## config.mk

```make
export PLATFORM = sky130hd
export DESIGN_NAME = disk_seq
export DESIGN_NICKNAME = d
export VERILOG_FILES = /design/src/dsq_pkg.sv /design/src/ctl_store.sv /design/src/bit_timer.sv /design/src/disk_seq.sv
export VERILOG_INCLUDE_DIRS = /design/src /design/src/src
export SDC_FILE = /design/constraint.sdc
export NUM_CORES = 2
export LEC_CHECK = 0
export BUFFER_PORTS_ARGS = -buffer_cell sky130_fd_sc_hd__buf_2
export CAP_MARGIN = 40
export CORE_ASPECT_RATIO = 1.1
export CORE_MARGIN = 2
export CORE_UTILIZATION = 55
export CTS_BUF_LIST = sky130_fd_sc_hd__clkbuf_16
export DETAILED_ROUTE_END_ITERATION = 10
export PLACE_DENSITY_LB_ADDON = 0.3
export SETUP_SLACK_MARGIN = 0.2
export SYNTH_ARGS = -nofsm -noshare
export SYNTH_HDL_FRONTEND = slang
export SYNTH_SLANG_ARGS = --single-unit
```

## constraint.sdc

```tcl
create_clock -name ref_clk_i -period 2.68 [get_ports ref_clk_i]
set_input_delay 0.536 -clock ref_clk_i [delete_from_list [all_inputs] [get_ports ref_clk_i]]
set_output_delay 0.536 -clock ref_clk_i [all_outputs]
set_load 0.02 [all_outputs]
```

## src/dsq_params.svh

```systemverilog
`ifndef DSQ_PARAMS_SVH
`define DSQ_PARAMS_SVH

// Register word indices (byte address = index * 4)
`define DSQ_IDX_ERR     6'h04
`define DSQ_IDX_CTL     6'h05
`define DSQ_IDX_VAL     6'h06
`define DSQ_IDX_CNT     6'h07
`define DSQ_IDX_START   6'h0C
`define DSQ_IDX_BRANCH  6'h0D
`define DSQ_IDX_REPEAT  6'h0E
`define DSQ_IDX_SECTOR  6'h0F
`define DSQ_IDX_MARK    6'h10
`define DSQ_IDX_CMD     6'h11
`define DSQ_IDX_STATUS  6'h12
`define DSQ_IDX_IDWR    6'h13
`define DSQ_IDX_IDRD    6'h14

// Instruction word layout
`define DSQ_INS_ERR_LSB 24
`define DSQ_INS_CTL_LSB 16
`define DSQ_INS_VAL_LSB 8
`define DSQ_INS_CNT_LSB 0

// Control byte fields
`define DSQ_CTL_VAL_SEL 7
`define DSQ_CTL_CNT_SEL 6
`define DSQ_CTL_WG      5
`define DSQ_CTL_RG      4
`define DSQ_CTL_MARK    3
`define DSQ_CTL_CMP     2
`define DSQ_CTL_BRANCH  1
`define DSQ_CTL_REPEAT  0

// Value select fields
`define DSQ_VAL_BUF     7
`define DSQ_VAL_VERIFY  6
`define DSQ_VAL_LAST    5
`define DSQ_VAL_ID      4
`define DSQ_VAL_CHK     3

// Count wait fields
`define DSQ_CNT_INDEX   5
`define DSQ_CNT_SECTOR  4
`define DSQ_CNT_STOP    0

// Error control byte and command register
`define DSQ_ERR_DAC     1
`define DSQ_CMD_RUN     0
`define DSQ_CMD_KILL    1

// Reset values and bit timer divider
`define DSQ_RST_BYTE    8'h00
`define DSQ_RST_ADDR    5'h00
`define DSQ_BIT_DIV     4

`endif

```

## src/dsq_pkg.sv

```systemverilog
package dsq_pkg;
  typedef enum logic [1:0] {SEQ_IDLE, SEQ_FETCH, SEQ_WAIT, SEQ_EXEC} seq_state_t;

  typedef struct packed {
    seq_state_t  st;
    logic [4:0]  pc;
    logic [4:0]  ptr;
    logic [4:0]  branch;
    logic [4:0]  repeat_tgt;
    logic [7:0]  sector;
    logic [7:0]  mark;
    logic [7:0]  id_wr;
    logic [7:0]  id_rd;
    logic [7:0]  bytes;
    logic [27:0] ins;
    logic [7:0]  tx;
    logic [31:0] rdata;
    logic        ack;
    logic [2:0]  idx_s;
    logic [2:0]  sm_s;
    logic [2:0]  rty_s;
    logic        rty_hold;
    logic        xfer_d;
    logic        miscmp;
    logic        stopped;
  } seq_regs_t;

  typedef struct packed {
    logic [7:0] div;
    logic [2:0] bit_num;
  } bit_regs_t;
endpackage

```

## src/ctl_store.sv

```systemverilog
`timescale 1ns/100ps
module ctl_store #(
  parameter int DEPTH = 32,
  parameter int AW    = 5
) (
  // Clock
  input  wire logic          ref_clk_i,
  // Write port, one lane per byte field
  input  wire logic [3:0]    wr_lane_i,
  input  wire logic [AW-1:0] wr_addr_i,
  input  wire logic [7:0]    wr_data_i,
  // Read ports
  input  wire logic [AW-1:0] rd_a_addr_i,
  output logic      [27:0]   rd_a_data_o,
  input  wire logic [AW-1:0] rd_b_addr_i,
  output logic      [27:0]   rd_b_data_o
);
  // Contents survive reset on purpose, so no reset here
  logic [27:0] mem [DEPTH];

  always_ff @(posedge ref_clk_i) begin
    if (wr_lane_i[3]) mem[wr_addr_i][27:24] <= wr_data_i[3:0];
    if (wr_lane_i[2]) mem[wr_addr_i][23:16] <= wr_data_i;
    if (wr_lane_i[1]) mem[wr_addr_i][15:8]  <= wr_data_i;
    if (wr_lane_i[0]) mem[wr_addr_i][7:0]   <= wr_data_i;
  end

  assign rd_a_data_o = mem[rd_a_addr_i];
  assign rd_b_data_o = mem[rd_b_addr_i];
endmodule // ctl_store

```

## src/bit_timer.sv

```systemverilog
`include "dsq_params.svh"
`timescale 1ns/100ps
module bit_timer #(
  parameter int BIT_DIV = `DSQ_BIT_DIV
) (
  // Clock and reset
  input  wire logic       ref_clk_i,
  input  wire logic       rst_b_i,
  // Control
  input  wire logic       restart_i,
  // Timing
  output logic            bit_tick_o,
  output logic            byte_tick_o,
  output logic [2:0]      bit_num_o
);
  import dsq_pkg::*;

  bit_regs_t r_r;
  bit_regs_t r_nxt;

  always_comb begin
    r_nxt = r_r;
    bit_tick_o = (r_r.div == 8'(BIT_DIV - 1));
    byte_tick_o = bit_tick_o && (r_r.bit_num == 3'h7);
    if (restart_i) begin
      r_nxt = '0;
    end else if (bit_tick_o) begin
      r_nxt.div = 8'h00;
      r_nxt.bit_num = r_r.bit_num + 3'h1;
    end else begin
      r_nxt.div = r_r.div + 8'h01;
    end
  end

  always_ff @(posedge ref_clk_i or negedge rst_b_i) begin
    if (!rst_b_i) r_r <= '0;
    else          r_r <= r_nxt;
  end

  assign bit_num_o = r_r.bit_num;
endmodule // bit_timer

```

## src/disk_seq.sv

```systemverilog
// Register access over Avalon-MM was decided locally.
`include "dsq_params.svh"
`timescale 1ns/100ps
module disk_seq #(
  parameter int BIT_DIV = `DSQ_BIT_DIV
) (
  // Clock and reset
  input  wire logic        ref_clk_i,
  input  wire logic        rst_b_i,
  // Avalon-MM slave
  input  wire logic [7:0]  avs_address_i,
  input  wire logic        avs_read_i,
  input  wire logic        avs_write_i,
  input  wire logic [31:0] avs_writedata_i,
  output logic      [31:0] avs_readdata_o,
  output logic             avs_waitrequest_o,
  // Drive pins
  input  wire logic        index_i,
  input  wire logic        sector_mark_i,
  input  wire logic        retry_i,
  output logic             write_gate_o,
  output logic             read_gate_o,
  output logic             mark_enable_output_o,
  output logic             serial_write_data_o,
  // Serial channel bytes
  input  wire logic [7:0]  rx_byte_i,
  input  wire logic        checksum_bit_i,
  output logic             compare_enable_o,
  output logic             checksum_field_o,
  output logic             ecc_select_o,
  output logic             crc_select_o,
  output logic             last_segment_o,
  // Data buffer
  input  wire logic [7:0]  buf_rd_data_i,
  output logic             buf_rd_o,
  output logic             buf_wr_o,
  output logic      [7:0]  buf_wr_data_o
);
  import dsq_pkg::*;

  seq_regs_t r_r;
  seq_regs_t r_nxt;

  logic [27:0] store_ptr_q;
  logic [27:0] store_pc_q;
  logic [3:0]  wr_lane;
  logic        bit_tick;
  logic        byte_tick;
  logic [2:0]  bit_num;
  logic        bus_req;
  logic        bus_wr;
  logic [5:0]  idx;
  logic [7:0]  ctl;
  logic [7:0]  val;
  logic [7:0]  cnt;
  logic        exec;
  logic        sel_mode;
  logic        xfer;
  logic        idx_seen;
  logic        sm_seen;
  logic        ins_done;
  logic        wait_go;
  logic        rd_dir;

  ////////////////////////////////////////////////////////////////////////////
  // Decode helpers

  // Byte that the current instruction puts on the line
  function automatic logic [7:0] src_byte(input logic [27:0] w, input logic [7:0] bd,
                                          input logic [7:0] idw);
    logic [7:0] v;
    v = w[`DSQ_INS_VAL_LSB +: 8];
    if (!w[`DSQ_INS_CTL_LSB + `DSQ_CTL_VAL_SEL]) src_byte = v;
    else if (v[`DSQ_VAL_BUF]) src_byte = bd;
    else if (v[`DSQ_VAL_ID]) src_byte = idw;
    else src_byte = 8'h00;
  endfunction

  function automatic logic [4:0] next_addr(input logic [7:0] c, input logic [4:0] pc,
                                           input logic [4:0] br, input logic [4:0] rp,
                                           input logic [7:0] sec);
    if (c[`DSQ_CTL_BRANCH]) next_addr = br;
    else if (c[`DSQ_CTL_REPEAT] && sec != 8'h00) next_addr = rp;
    else next_addr = pc + 5'h01;
  endfunction

  ////////////////////////////////////////////////////////////////////////////
  // Submodules

  ctl_store #(.DEPTH(32), .AW(5)) u_store (
    .ref_clk_i   (ref_clk_i),
    .wr_lane_i   (wr_lane),
    .wr_addr_i   (r_r.ptr),
    .wr_data_i   (avs_writedata_i[7:0]),
    .rd_a_addr_i (r_r.ptr),
    .rd_a_data_o (store_ptr_q),
    .rd_b_addr_i (r_r.pc),
    .rd_b_data_o (store_pc_q)
  );

  bit_timer #(.BIT_DIV(BIT_DIV)) u_timer (
    .ref_clk_i   (ref_clk_i),
    .rst_b_i     (rst_b_i),
    .restart_i   (r_r.st != SEQ_EXEC),
    .bit_tick_o  (bit_tick),
    .byte_tick_o (byte_tick),
    .bit_num_o   (bit_num)
  );

  ////////////////////////////////////////////////////////////////////////////
  // Bus decode

  assign bus_req = avs_read_i || avs_write_i;
  // Write lands at the edge where waitrequest is seen low
  assign bus_wr = avs_write_i && r_r.ack;
  assign idx = avs_address_i[7:2];
  assign avs_waitrequest_o = bus_req && !r_r.ack;
  assign avs_readdata_o = r_r.rdata;

  // Window writes go straight into the store at the pointer
  always_comb begin
    wr_lane = 4'h0;
    if (bus_wr) begin
      wr_lane[3] = (idx == `DSQ_IDX_ERR);
      wr_lane[2] = (idx == `DSQ_IDX_CTL);
      wr_lane[1] = (idx == `DSQ_IDX_VAL);
      wr_lane[0] = (idx == `DSQ_IDX_CNT);
    end
  end

  ////////////////////////////////////////////////////////////////////////////
  // Instruction decode

  assign ctl = r_r.ins[`DSQ_INS_CTL_LSB +: 8];
  assign val = r_r.ins[`DSQ_INS_VAL_LSB +: 8];
  assign cnt = r_r.ins[`DSQ_INS_CNT_LSB +: 8];
  assign exec = (r_r.st == SEQ_EXEC);
  assign sel_mode = ctl[`DSQ_CTL_VAL_SEL];
  assign xfer = exec && sel_mode && (val[`DSQ_VAL_BUF] || val[`DSQ_VAL_VERIFY]);
  assign rd_dir = !ctl[`DSQ_CTL_WG];
  assign idx_seen = r_r.idx_s[1] && !r_r.idx_s[2];
  assign sm_seen = r_r.sm_s[1] && !r_r.sm_s[2];
  assign ins_done = exec && byte_tick && (r_r.bytes == 8'h00);
  assign wait_go = (cnt[`DSQ_CNT_INDEX] && idx_seen) || (cnt[`DSQ_CNT_SECTOR] && sm_seen)
                 || !(cnt[`DSQ_CNT_INDEX] || cnt[`DSQ_CNT_SECTOR]);

  ////////////////////////////////////////////////////////////////////////////
  // Next state

  always_comb begin
    r_nxt = r_r;
    r_nxt.idx_s = {r_r.idx_s[1:0], index_i};
    r_nxt.sm_s = {r_r.sm_s[1:0], sector_mark_i};
    r_nxt.rty_s = {r_r.rty_s[1:0], retry_i};
    // Held over the fetch gap, so a chained data field counts once
    r_nxt.xfer_d = xfer || (r_r.st == SEQ_FETCH && r_r.xfer_d);
    r_nxt.ack = bus_req && !r_r.ack;

    // Register reads: data stand in the cycle waitrequest drops
    if (avs_read_i && !r_r.ack) begin
      unique case (idx)
        `DSQ_IDX_ERR:    r_nxt.rdata = {28'h0, store_ptr_q[27:24]};
        `DSQ_IDX_CTL:    r_nxt.rdata = {24'h0, store_ptr_q[23:16]};
        `DSQ_IDX_VAL:    r_nxt.rdata = {24'h0, store_ptr_q[15:8]};
        `DSQ_IDX_CNT:    r_nxt.rdata = {24'h0, store_ptr_q[7:0]};
        `DSQ_IDX_START:  r_nxt.rdata = {27'h0, r_r.ptr};
        `DSQ_IDX_BRANCH: r_nxt.rdata = {27'h0, r_r.branch};
        `DSQ_IDX_REPEAT: r_nxt.rdata = {27'h0, r_r.repeat_tgt};
        `DSQ_IDX_SECTOR: r_nxt.rdata = {24'h0, r_r.sector};
        `DSQ_IDX_MARK:   r_nxt.rdata = {24'h0, r_r.mark};
        `DSQ_IDX_STATUS: r_nxt.rdata = {21'h0, r_r.st, r_r.rty_hold, r_r.stopped,
                                        r_r.miscmp, 1'b0, r_r.pc};
        `DSQ_IDX_IDWR:   r_nxt.rdata = {24'h0, r_r.id_wr};
        `DSQ_IDX_IDRD:   r_nxt.rdata = {24'h0, r_r.id_rd};
        default:         r_nxt.rdata = 32'h0000_0000;
      endcase
    end

    if (bus_wr) begin
      unique case (idx)
        `DSQ_IDX_ERR, `DSQ_IDX_CTL, `DSQ_IDX_VAL, `DSQ_IDX_CNT:
          r_nxt.ptr = r_r.ptr + 5'h01;
        `DSQ_IDX_START:  r_nxt.ptr = avs_writedata_i[4:0];
        `DSQ_IDX_BRANCH: r_nxt.branch = avs_writedata_i[4:0];
        `DSQ_IDX_REPEAT: r_nxt.repeat_tgt = avs_writedata_i[4:0];
        `DSQ_IDX_SECTOR: r_nxt.sector = avs_writedata_i[7:0];
        `DSQ_IDX_MARK:   r_nxt.mark = avs_writedata_i[7:0];
        `DSQ_IDX_IDWR:   r_nxt.id_wr = avs_writedata_i[7:0];
        `DSQ_IDX_STATUS: r_nxt.miscmp = 1'b0;
        default: ;
      endcase
    end

    // Retry drops read gate until the next byte boundary
    if (r_r.rty_s[1]) r_nxt.rty_hold = 1'b1;
    else if (byte_tick || !exec) r_nxt.rty_hold = 1'b0;

    // Leading edge of a data field move
    if (xfer && !r_r.xfer_d) begin
      if (r_r.sector != 8'h00) r_nxt.sector = r_r.sector - 8'h01;
      r_nxt.id_wr = r_r.id_wr + 8'h01;
    end

    if (exec && bit_tick) r_nxt.tx = {r_r.tx[6:0], 1'b0};

    if (exec && byte_tick && ctl[`DSQ_CTL_CMP]) begin
      if (rx_byte_i != r_r.tx) r_nxt.miscmp = 1'b1;
    end
    if (exec && byte_tick && sel_mode && val[`DSQ_VAL_ID] && rd_dir) begin
      r_nxt.id_rd = rx_byte_i;
    end

    unique case (r_r.st)
      SEQ_IDLE: begin
        if (bus_wr && idx == `DSQ_IDX_CMD && avs_writedata_i[`DSQ_CMD_RUN]) begin
          r_nxt.pc = r_r.ptr;
          r_nxt.stopped = 1'b0;
          r_nxt.st = SEQ_FETCH;
        end
      end
      SEQ_FETCH: begin
        r_nxt.ins = store_pc_q;
        r_nxt.bytes = store_pc_q[`DSQ_INS_CNT_LSB +: 8];
        r_nxt.tx = src_byte(store_pc_q, buf_rd_data_i, r_r.id_wr);
        if (store_pc_q[`DSQ_INS_CTL_LSB + `DSQ_CTL_CNT_SEL]) r_nxt.st = SEQ_WAIT;
        else r_nxt.st = SEQ_EXEC;
      end
      SEQ_WAIT: begin
        if (cnt[`DSQ_CNT_STOP]) begin
          r_nxt.stopped = 1'b1;
          r_nxt.st = SEQ_IDLE;
        end else if (wait_go) begin
          r_nxt.pc = next_addr(ctl, r_r.pc, r_r.branch, r_r.repeat_tgt, r_r.sector);
          r_nxt.st = SEQ_FETCH;
        end
      end
      SEQ_EXEC: begin
        if (byte_tick) begin
          r_nxt.bytes = r_r.bytes - 8'h01;
          r_nxt.tx = src_byte(r_r.ins, buf_rd_data_i, r_r.id_wr);
        end
        if (ins_done) begin
          r_nxt.pc = next_addr(ctl, r_r.pc, r_r.branch, r_r.repeat_tgt, r_r.sector);
          r_nxt.st = SEQ_FETCH;
        end
      end
    endcase

    // Kill wins over everything the sequencer was doing
    if (bus_wr && idx == `DSQ_IDX_CMD && avs_writedata_i[`DSQ_CMD_KILL]) begin
      r_nxt.st = SEQ_IDLE;
    end
  end

  always_ff @(posedge ref_clk_i or negedge rst_b_i) begin
    if (!rst_b_i) begin
      r_r <= '0;
      r_r.st <= SEQ_IDLE;
    end else begin
      r_r <= r_nxt;
    end
  end

  ////////////////////////////////////////////////////////////////////////////
  // Outputs, all low outside an executing instruction except ecc_select_o, crc_select_o and buf_wr_data_o

  assign write_gate_o = exec && ctl[`DSQ_CTL_WG];
  assign read_gate_o = exec && ctl[`DSQ_CTL_RG] && !r_r.rty_hold;
  // Pattern bit 0 maps to the first serial bit of the byte
  assign mark_enable_output_o = exec && ctl[`DSQ_CTL_MARK] && r_r.mark[bit_num];
  assign compare_enable_o = exec && ctl[`DSQ_CTL_CMP];
  assign checksum_field_o = exec && sel_mode && val[`DSQ_VAL_CHK];
  assign ecc_select_o = r_r.ins[`DSQ_INS_ERR_LSB + `DSQ_ERR_DAC];
  assign crc_select_o = !ecc_select_o;
  assign last_segment_o = exec && sel_mode && val[`DSQ_VAL_LAST];
  assign serial_write_data_o = write_gate_o &&
                               (checksum_field_o ? checksum_bit_i : r_r.tx[7]);
  assign buf_wr_o = exec && byte_tick && sel_mode && val[`DSQ_VAL_BUF] && rd_dir
                    && !ctl[`DSQ_CTL_CMP];
  assign buf_rd_o = exec && byte_tick && sel_mode && val[`DSQ_VAL_BUF]
                    && (!rd_dir || ctl[`DSQ_CTL_CMP]);
  assign buf_wr_data_o = rx_byte_i;

  ////////////////////////////////////////////////////////////////////////////
  // Checks

  chk_gate_write: assert property (@(posedge ref_clk_i) disable iff (!rst_b_i)
    (r_r.st == SEQ_FETCH && store_pc_q[`DSQ_INS_CTL_LSB + `DSQ_CTL_WG]
     && !store_pc_q[`DSQ_INS_CTL_LSB + `DSQ_CTL_CNT_SEL] && !bus_wr) |=> write_gate_o)
    else $error("write gate not driven by instruction");

  chk_mark_window: assert property (@(posedge ref_clk_i) disable iff (!rst_b_i)
    mark_enable_output_o |-> ctl[`DSQ_CTL_MARK] && r_r.mark[bit_num])
    else $error("mark output outside pattern bits");

  chk_ptr_advance: assert property (@(posedge ref_clk_i) disable iff (!rst_b_i)
    (bus_wr && idx >= `DSQ_IDX_ERR && idx <= `DSQ_IDX_CNT)
    |=> r_r.ptr == $past(r_r.ptr) + 5'h01)
    else $error("window write did not advance pointer");

  chk_branch_first: assert property (@(posedge ref_clk_i) disable iff (!rst_b_i)
    (ins_done && ctl[`DSQ_CTL_BRANCH] && !bus_wr) |=> r_r.pc == $past(r_r.branch))
    else $error("branch target not taken");

  chk_repeat_jump: assert property (@(posedge ref_clk_i) disable iff (!rst_b_i)
    (ins_done && !ctl[`DSQ_CTL_BRANCH] && ctl[`DSQ_CTL_REPEAT])
    |=> r_r.pc == ($past(r_r.sector) != 8'h00 ? $past(r_r.repeat_tgt) : $past(r_r.pc) + 5'h01))
    else $error("repeat jump address wrong");

  chk_sector_dec: assert property (@(posedge ref_clk_i) disable iff (!rst_b_i)
    (xfer && !r_r.xfer_d && r_r.sector != 8'h00 && !bus_wr)
    |=> r_r.sector == $past(r_r.sector) - 8'h01 ##1 !(xfer && !r_r.xfer_d))
    else $error("sector counter not decremented once");

  chk_stop_now: assert property (@(posedge ref_clk_i) disable iff (!rst_b_i)
    (r_r.st == SEQ_WAIT && cnt[`DSQ_CNT_STOP])
    |=> r_r.st == SEQ_IDLE && r_r.stopped && !write_gate_o && !read_gate_o)
    else $error("stop did not drop outputs");

  chk_count_len: assert property (@(posedge ref_clk_i) disable iff (!rst_b_i)
    (r_r.st == SEQ_FETCH && !store_pc_q[`DSQ_INS_CTL_LSB + `DSQ_CTL_CNT_SEL] && !bus_wr)
    |=> exec && r_r.bytes == $past(store_pc_q[7:0]))
    else $error("byte counter not loaded with count");

  chk_retry_gate: assert property (@(posedge ref_clk_i) disable iff (!rst_b_i)
    r_r.rty_s[2] |-> !read_gate_o)
    else $error("read gate open during retry");

  chk_bus_answer: assert property (@(posedge ref_clk_i) disable iff (!rst_b_i)
    (bus_req && avs_waitrequest_o) |=> !avs_waitrequest_o)
    else $error("bus request not answered in one wait cycle");
endmodule // disk_seq

```

==> impl_metrics.json <==
{
  "peakVddDrop_uv": 648,
  "multi_input_area_um2": 18700,
  "syn_inst": 3010,
  "drtIter0Drc": 5315,
  "drive_above_1_share": 0.407,
  "endpoint_kind": "output port",
  "cellLeakagePower_uw": 0.0213,
  "max_freq_mhz": 347,
  "synth_warnings": 0,
  "htree_levels": 3,
  "hp-class": "input pin to flip-flop",
  "async_flop_share": 0.122,
  "finalWorstSetupSlack_ps": -201,
  "critPathKind": "flip-flop to output port",
  "fp.dieW_um": 286,
  "finalCritPeriodShare": 1.08,
  "synth_top_area_frac": 0.558,
  "antenna_found_initial": 4,
  "floorplan.initialDensity": 0.557,
  "synth_xor_area_frac": 0.00400,
  "synth_seq_area_share": 0.623,
  "failed_checks": "negative setup slack",
  "avgRoutedWirePerCell_um": 34.3,
  "yosys.area_share.simple": 0.0531,
  "dr.pass1.iters": 7,
  "slew_viol_final": 0,
  "grt_overflow": 0,
  "final_hold_viol_count": 0,
  "path_cells": "ha_2 > nor3b_4 > buf_4 > and4_4 > nand3_4 > nor3_4 > buf_6",
  "synthMuxAreaShare": 0.230,
  "fin_crit_ps": 2880,
  "tightest_slew_ps": 862,
  "syn_to_final_growth_pct": 25.5,
  "synth_edf_count": 896,
  "coreArea_um2": 86500,
  "slew-limit-headroom": 0.425,
  "first_global_vias": 32966,
  "p_per_area_nw_per_um2": 929,
  "clock_sinks": 1020,
  "grt_pass1_wl_mm": 233,
  "routed-via-count": 33676,
  "startpoint_type": "flip-flop",
  "rsz0062_at_grt": "true",
  "crit_arrival_ps": 2350,
  "status": "finished with violations",
  "clk_pin_slew_ps": 60,
  "hold_slack_ps": 108,
  "dp_hpwl_mm": 111,
  "design.portCount": 116,
  "numCtsBuffers": 105,
  "grt_max_degree": 112,
  "synth_area_leader_cell": "edfxtp_1",
  "fin_skew_ps": 24.5,
  "ys_types": 66,
  "critical_path_required_ps": 2140,
  "cts_buffer_depth": 3,
  "wirelength_mm": 165,
  "drc": 0,
  "cpPeakStageDelay_ps": 380,
  "register_area_um2": 30000,
  "root_buffer": "clkbuf_16",
  "avgSynthCellArea_um2": 16.0,
  "gp_congestion": 0.997,
  "dieArea_um2": 90000,
  "synth_area_leaders": "edfxtp_1 (56%), mux4_2 (15%), mux2i_1 (6.7%)",
  "syn-cell-area_um2": 48200,
  "rows": 113,
  "yosys_most_used_dff": "edfxtp_1",
  "postRouteAntennaNets": 0,
  "clk_latency_ps": 720,
  "final-setup-viol-count": 15,
  "synth-seq-cells": 1020,
  "cts_tree": "built",
  "synthAdderAreaFrac": 0.00441,
  "crit_fanout": 2,
  "synth_top_family_by_area": "multiplexers",
  "track_usage": 0.364,
  "final_net_count": 3653,
  "total_power_uw": 56100,
  "cp_slowest_cell": "dfrtp_1",
  "maxCapViolCount": 0,
  "io_buffers": 68,
  "via_per_inst": 7.00,
  "synth_compound_area_frac": 0.0571,
  "fillCellCount": 5435,
  "dieHeight_um": 314
}
-- flip-flops by register name (all words and copies together) (netlist names) --
| name | count |
|---|---|
| cnt | 3 |
| u_timer.r_r | 8 |
| u_store.mem | 896 |
| ecc_select_o | 1 |
| avs_readdata_o | 11 |
| ctl | 7 |
| r_r | 85 |
| u_timer.bit_num_o | 3 |
| r_nxt | 6 |
-- worst paths after layout --
| path | cells after the start | slack (ps) | from | to |
|---|---|---|---|---|
| max | 7 | -200 | u_timer.r_r[3]$_DFF_PN0_ | buf_wr_o |
| max in group asynchronous | 3 | 1620 | rst_b_i | r_r[115]$_DFF_PN0_ |
| min in group asynchronous | 2 | 370 | rst_b_i | r_r[87]$_DFFE_PN0P_ |
| max reg2reg | 11 | -40 | r_r[137]$_DFFE_PN0P_ | r_r[53]$_DFF_PN0_ |
| min | 2 | 110 | rx_byte_i[1] | r_r[91]$_DFFE_PN0P_ |
| min reg2reg | 0 | 350 | r_nxt[11]$_DFF_PN0_ | r_nxt[12]$_DFF_PN0_ |
-- cells in the final DEF, fill, tap and decap left out, types with 10 or more instances in the layout --
master / n
a211oi_1: 10
a21oi_1: 60
a21oi_2: 17
a22oi_1: 28
a22oi_2: 29
a31oi_1: 17
buf_12: 85
buf_16: 20
buf_2: 56
buf_4: 448
buf_6: 56
buf_8: 15
clkbuf_16: 108
clkinv_1: 26
clkinv_2: 17
conb_1: 21
dfrtp_1: 112
edfxtp_1: 896
inv_1: 43
mux2_2: 37
mux2i_1: 286
mux2i_2: 21
mux2i_4: 17
mux4_2: 328
nand2_1: 88
nand2_2: 30
nand2_4: 10
nand3_1: 33
nand4_1: 11
nor2_1: 221
nor2_2: 11
nor2b_1: 11
nor3_1: 17
nor4_2: 16
o211ai_1: 11
o21ai_0: 51
o22ai_1: 99
o22ai_2: 19
xnor2_1: 15
-- report_power, final --
part           switching (uW)  internal (uW)  total, uW
logic                   11700          11600      23300
registers                 894          17800      18700
clock network            6270           7880      14200
-- through the flow --
step / setup slack [ps] / cells / TNS [ps] / utilization / area [um2]
6_report: -201 / 4808 / -670 / 0.699 / 60500
5_1_grt: -269 / 4807 / -1310 / 0.699 / 60500
4_1_cts: -147 / 4747 / -266 / 0.685 / 59200
3_5_place_dp: -533 / 4457 / -6090 / 0.614 / 53100
3_3_place_gp: -465 / 4457 / -5120 / 0.614 / 53100
2_1_floorplan: 235 / 3030 / 0 / - / 48300
-- worst max-delay path: cells and delay by family (launching register included) --
kind / cells / cell delay [ps]
and+or+nand+nor: 4 / 780
DFF: 1 / 380
buffers and inverters: 2 / 290
adders and majority gates: 1 / 190
-- what timing repair did --
item / CTS / global route
buffers inserted: 79 / 58
endpoints found under the hold margin: 61 / 0
cloned: 15 / 2
pin swaps: 98 / 65
endpoints found under the setup margin: 428 / 630
resized for setup: 365 / 149
hold buffers: 4 / 0
-- cell usage after synthesis, types with 4 or more instances --
cell	instances
a22o_1	5
mux2i_1	324
buf_2	83
xnor2_1	15
nor2b_1	14
a41oi_1	7
buf_1	20
and3_1	9
nand3b_1	5
nand4b_1	5
nor3b_1	8
nand3_1	38
nor4_1	33
o2111ai_1	4
o211ai_1	11
xor2_1	7
o21ai_0	65
ha_1	17
a211oi_1	15
nor2_1	233
nand4bb_1	6
nand2b_1	6
nand4_1	11
dfrtp_1	124
nand2_1	128
o221ai_1	5
mux4_2	328
a221oi_1	13
mux2_2	40
a22oi_1	57
a21oi_1	78
o22ai_1	127
and2_1	11
or4_1	4
a31oi_1	21
clkbuf_1	90
buf_4	57
inv_1	24
edfxtp_1	896
nor3_1	23
-- final cells by class --
cell class,count,share of cell area
antenna,1,0.0000414
clock buffer,106,0.0439
clock inverter,86,0.0111
inverter,25,0.00161
multi-input combinational,1732,0.309
sequential,1020,0.497
tap,1150,0.0238
timing repair buffer,688,0.114
-- logic make-up (layout without fill, tap and decap cells) --
family                   after synthesis  count (layout)
AND/OR/NAND/NOR                      549             549
XOR/XNOR                              22              22
adder cells (fa/ha/maj)               17              17
flip-flops                          1020            1020
other                                  1              22
multiplexers                         692             692
AO/OA/AOI/OAI                        431             431
buffers and inverters                278             905
-- routing by layer --
layer	wire length, um	global-route usage
met1	58000	0.484
met3	20400	0.0855
met4	10300	0.205
met2	76100	0.558
met5	7	0
No activity file was read; power rests on OpenSTA's default activity.
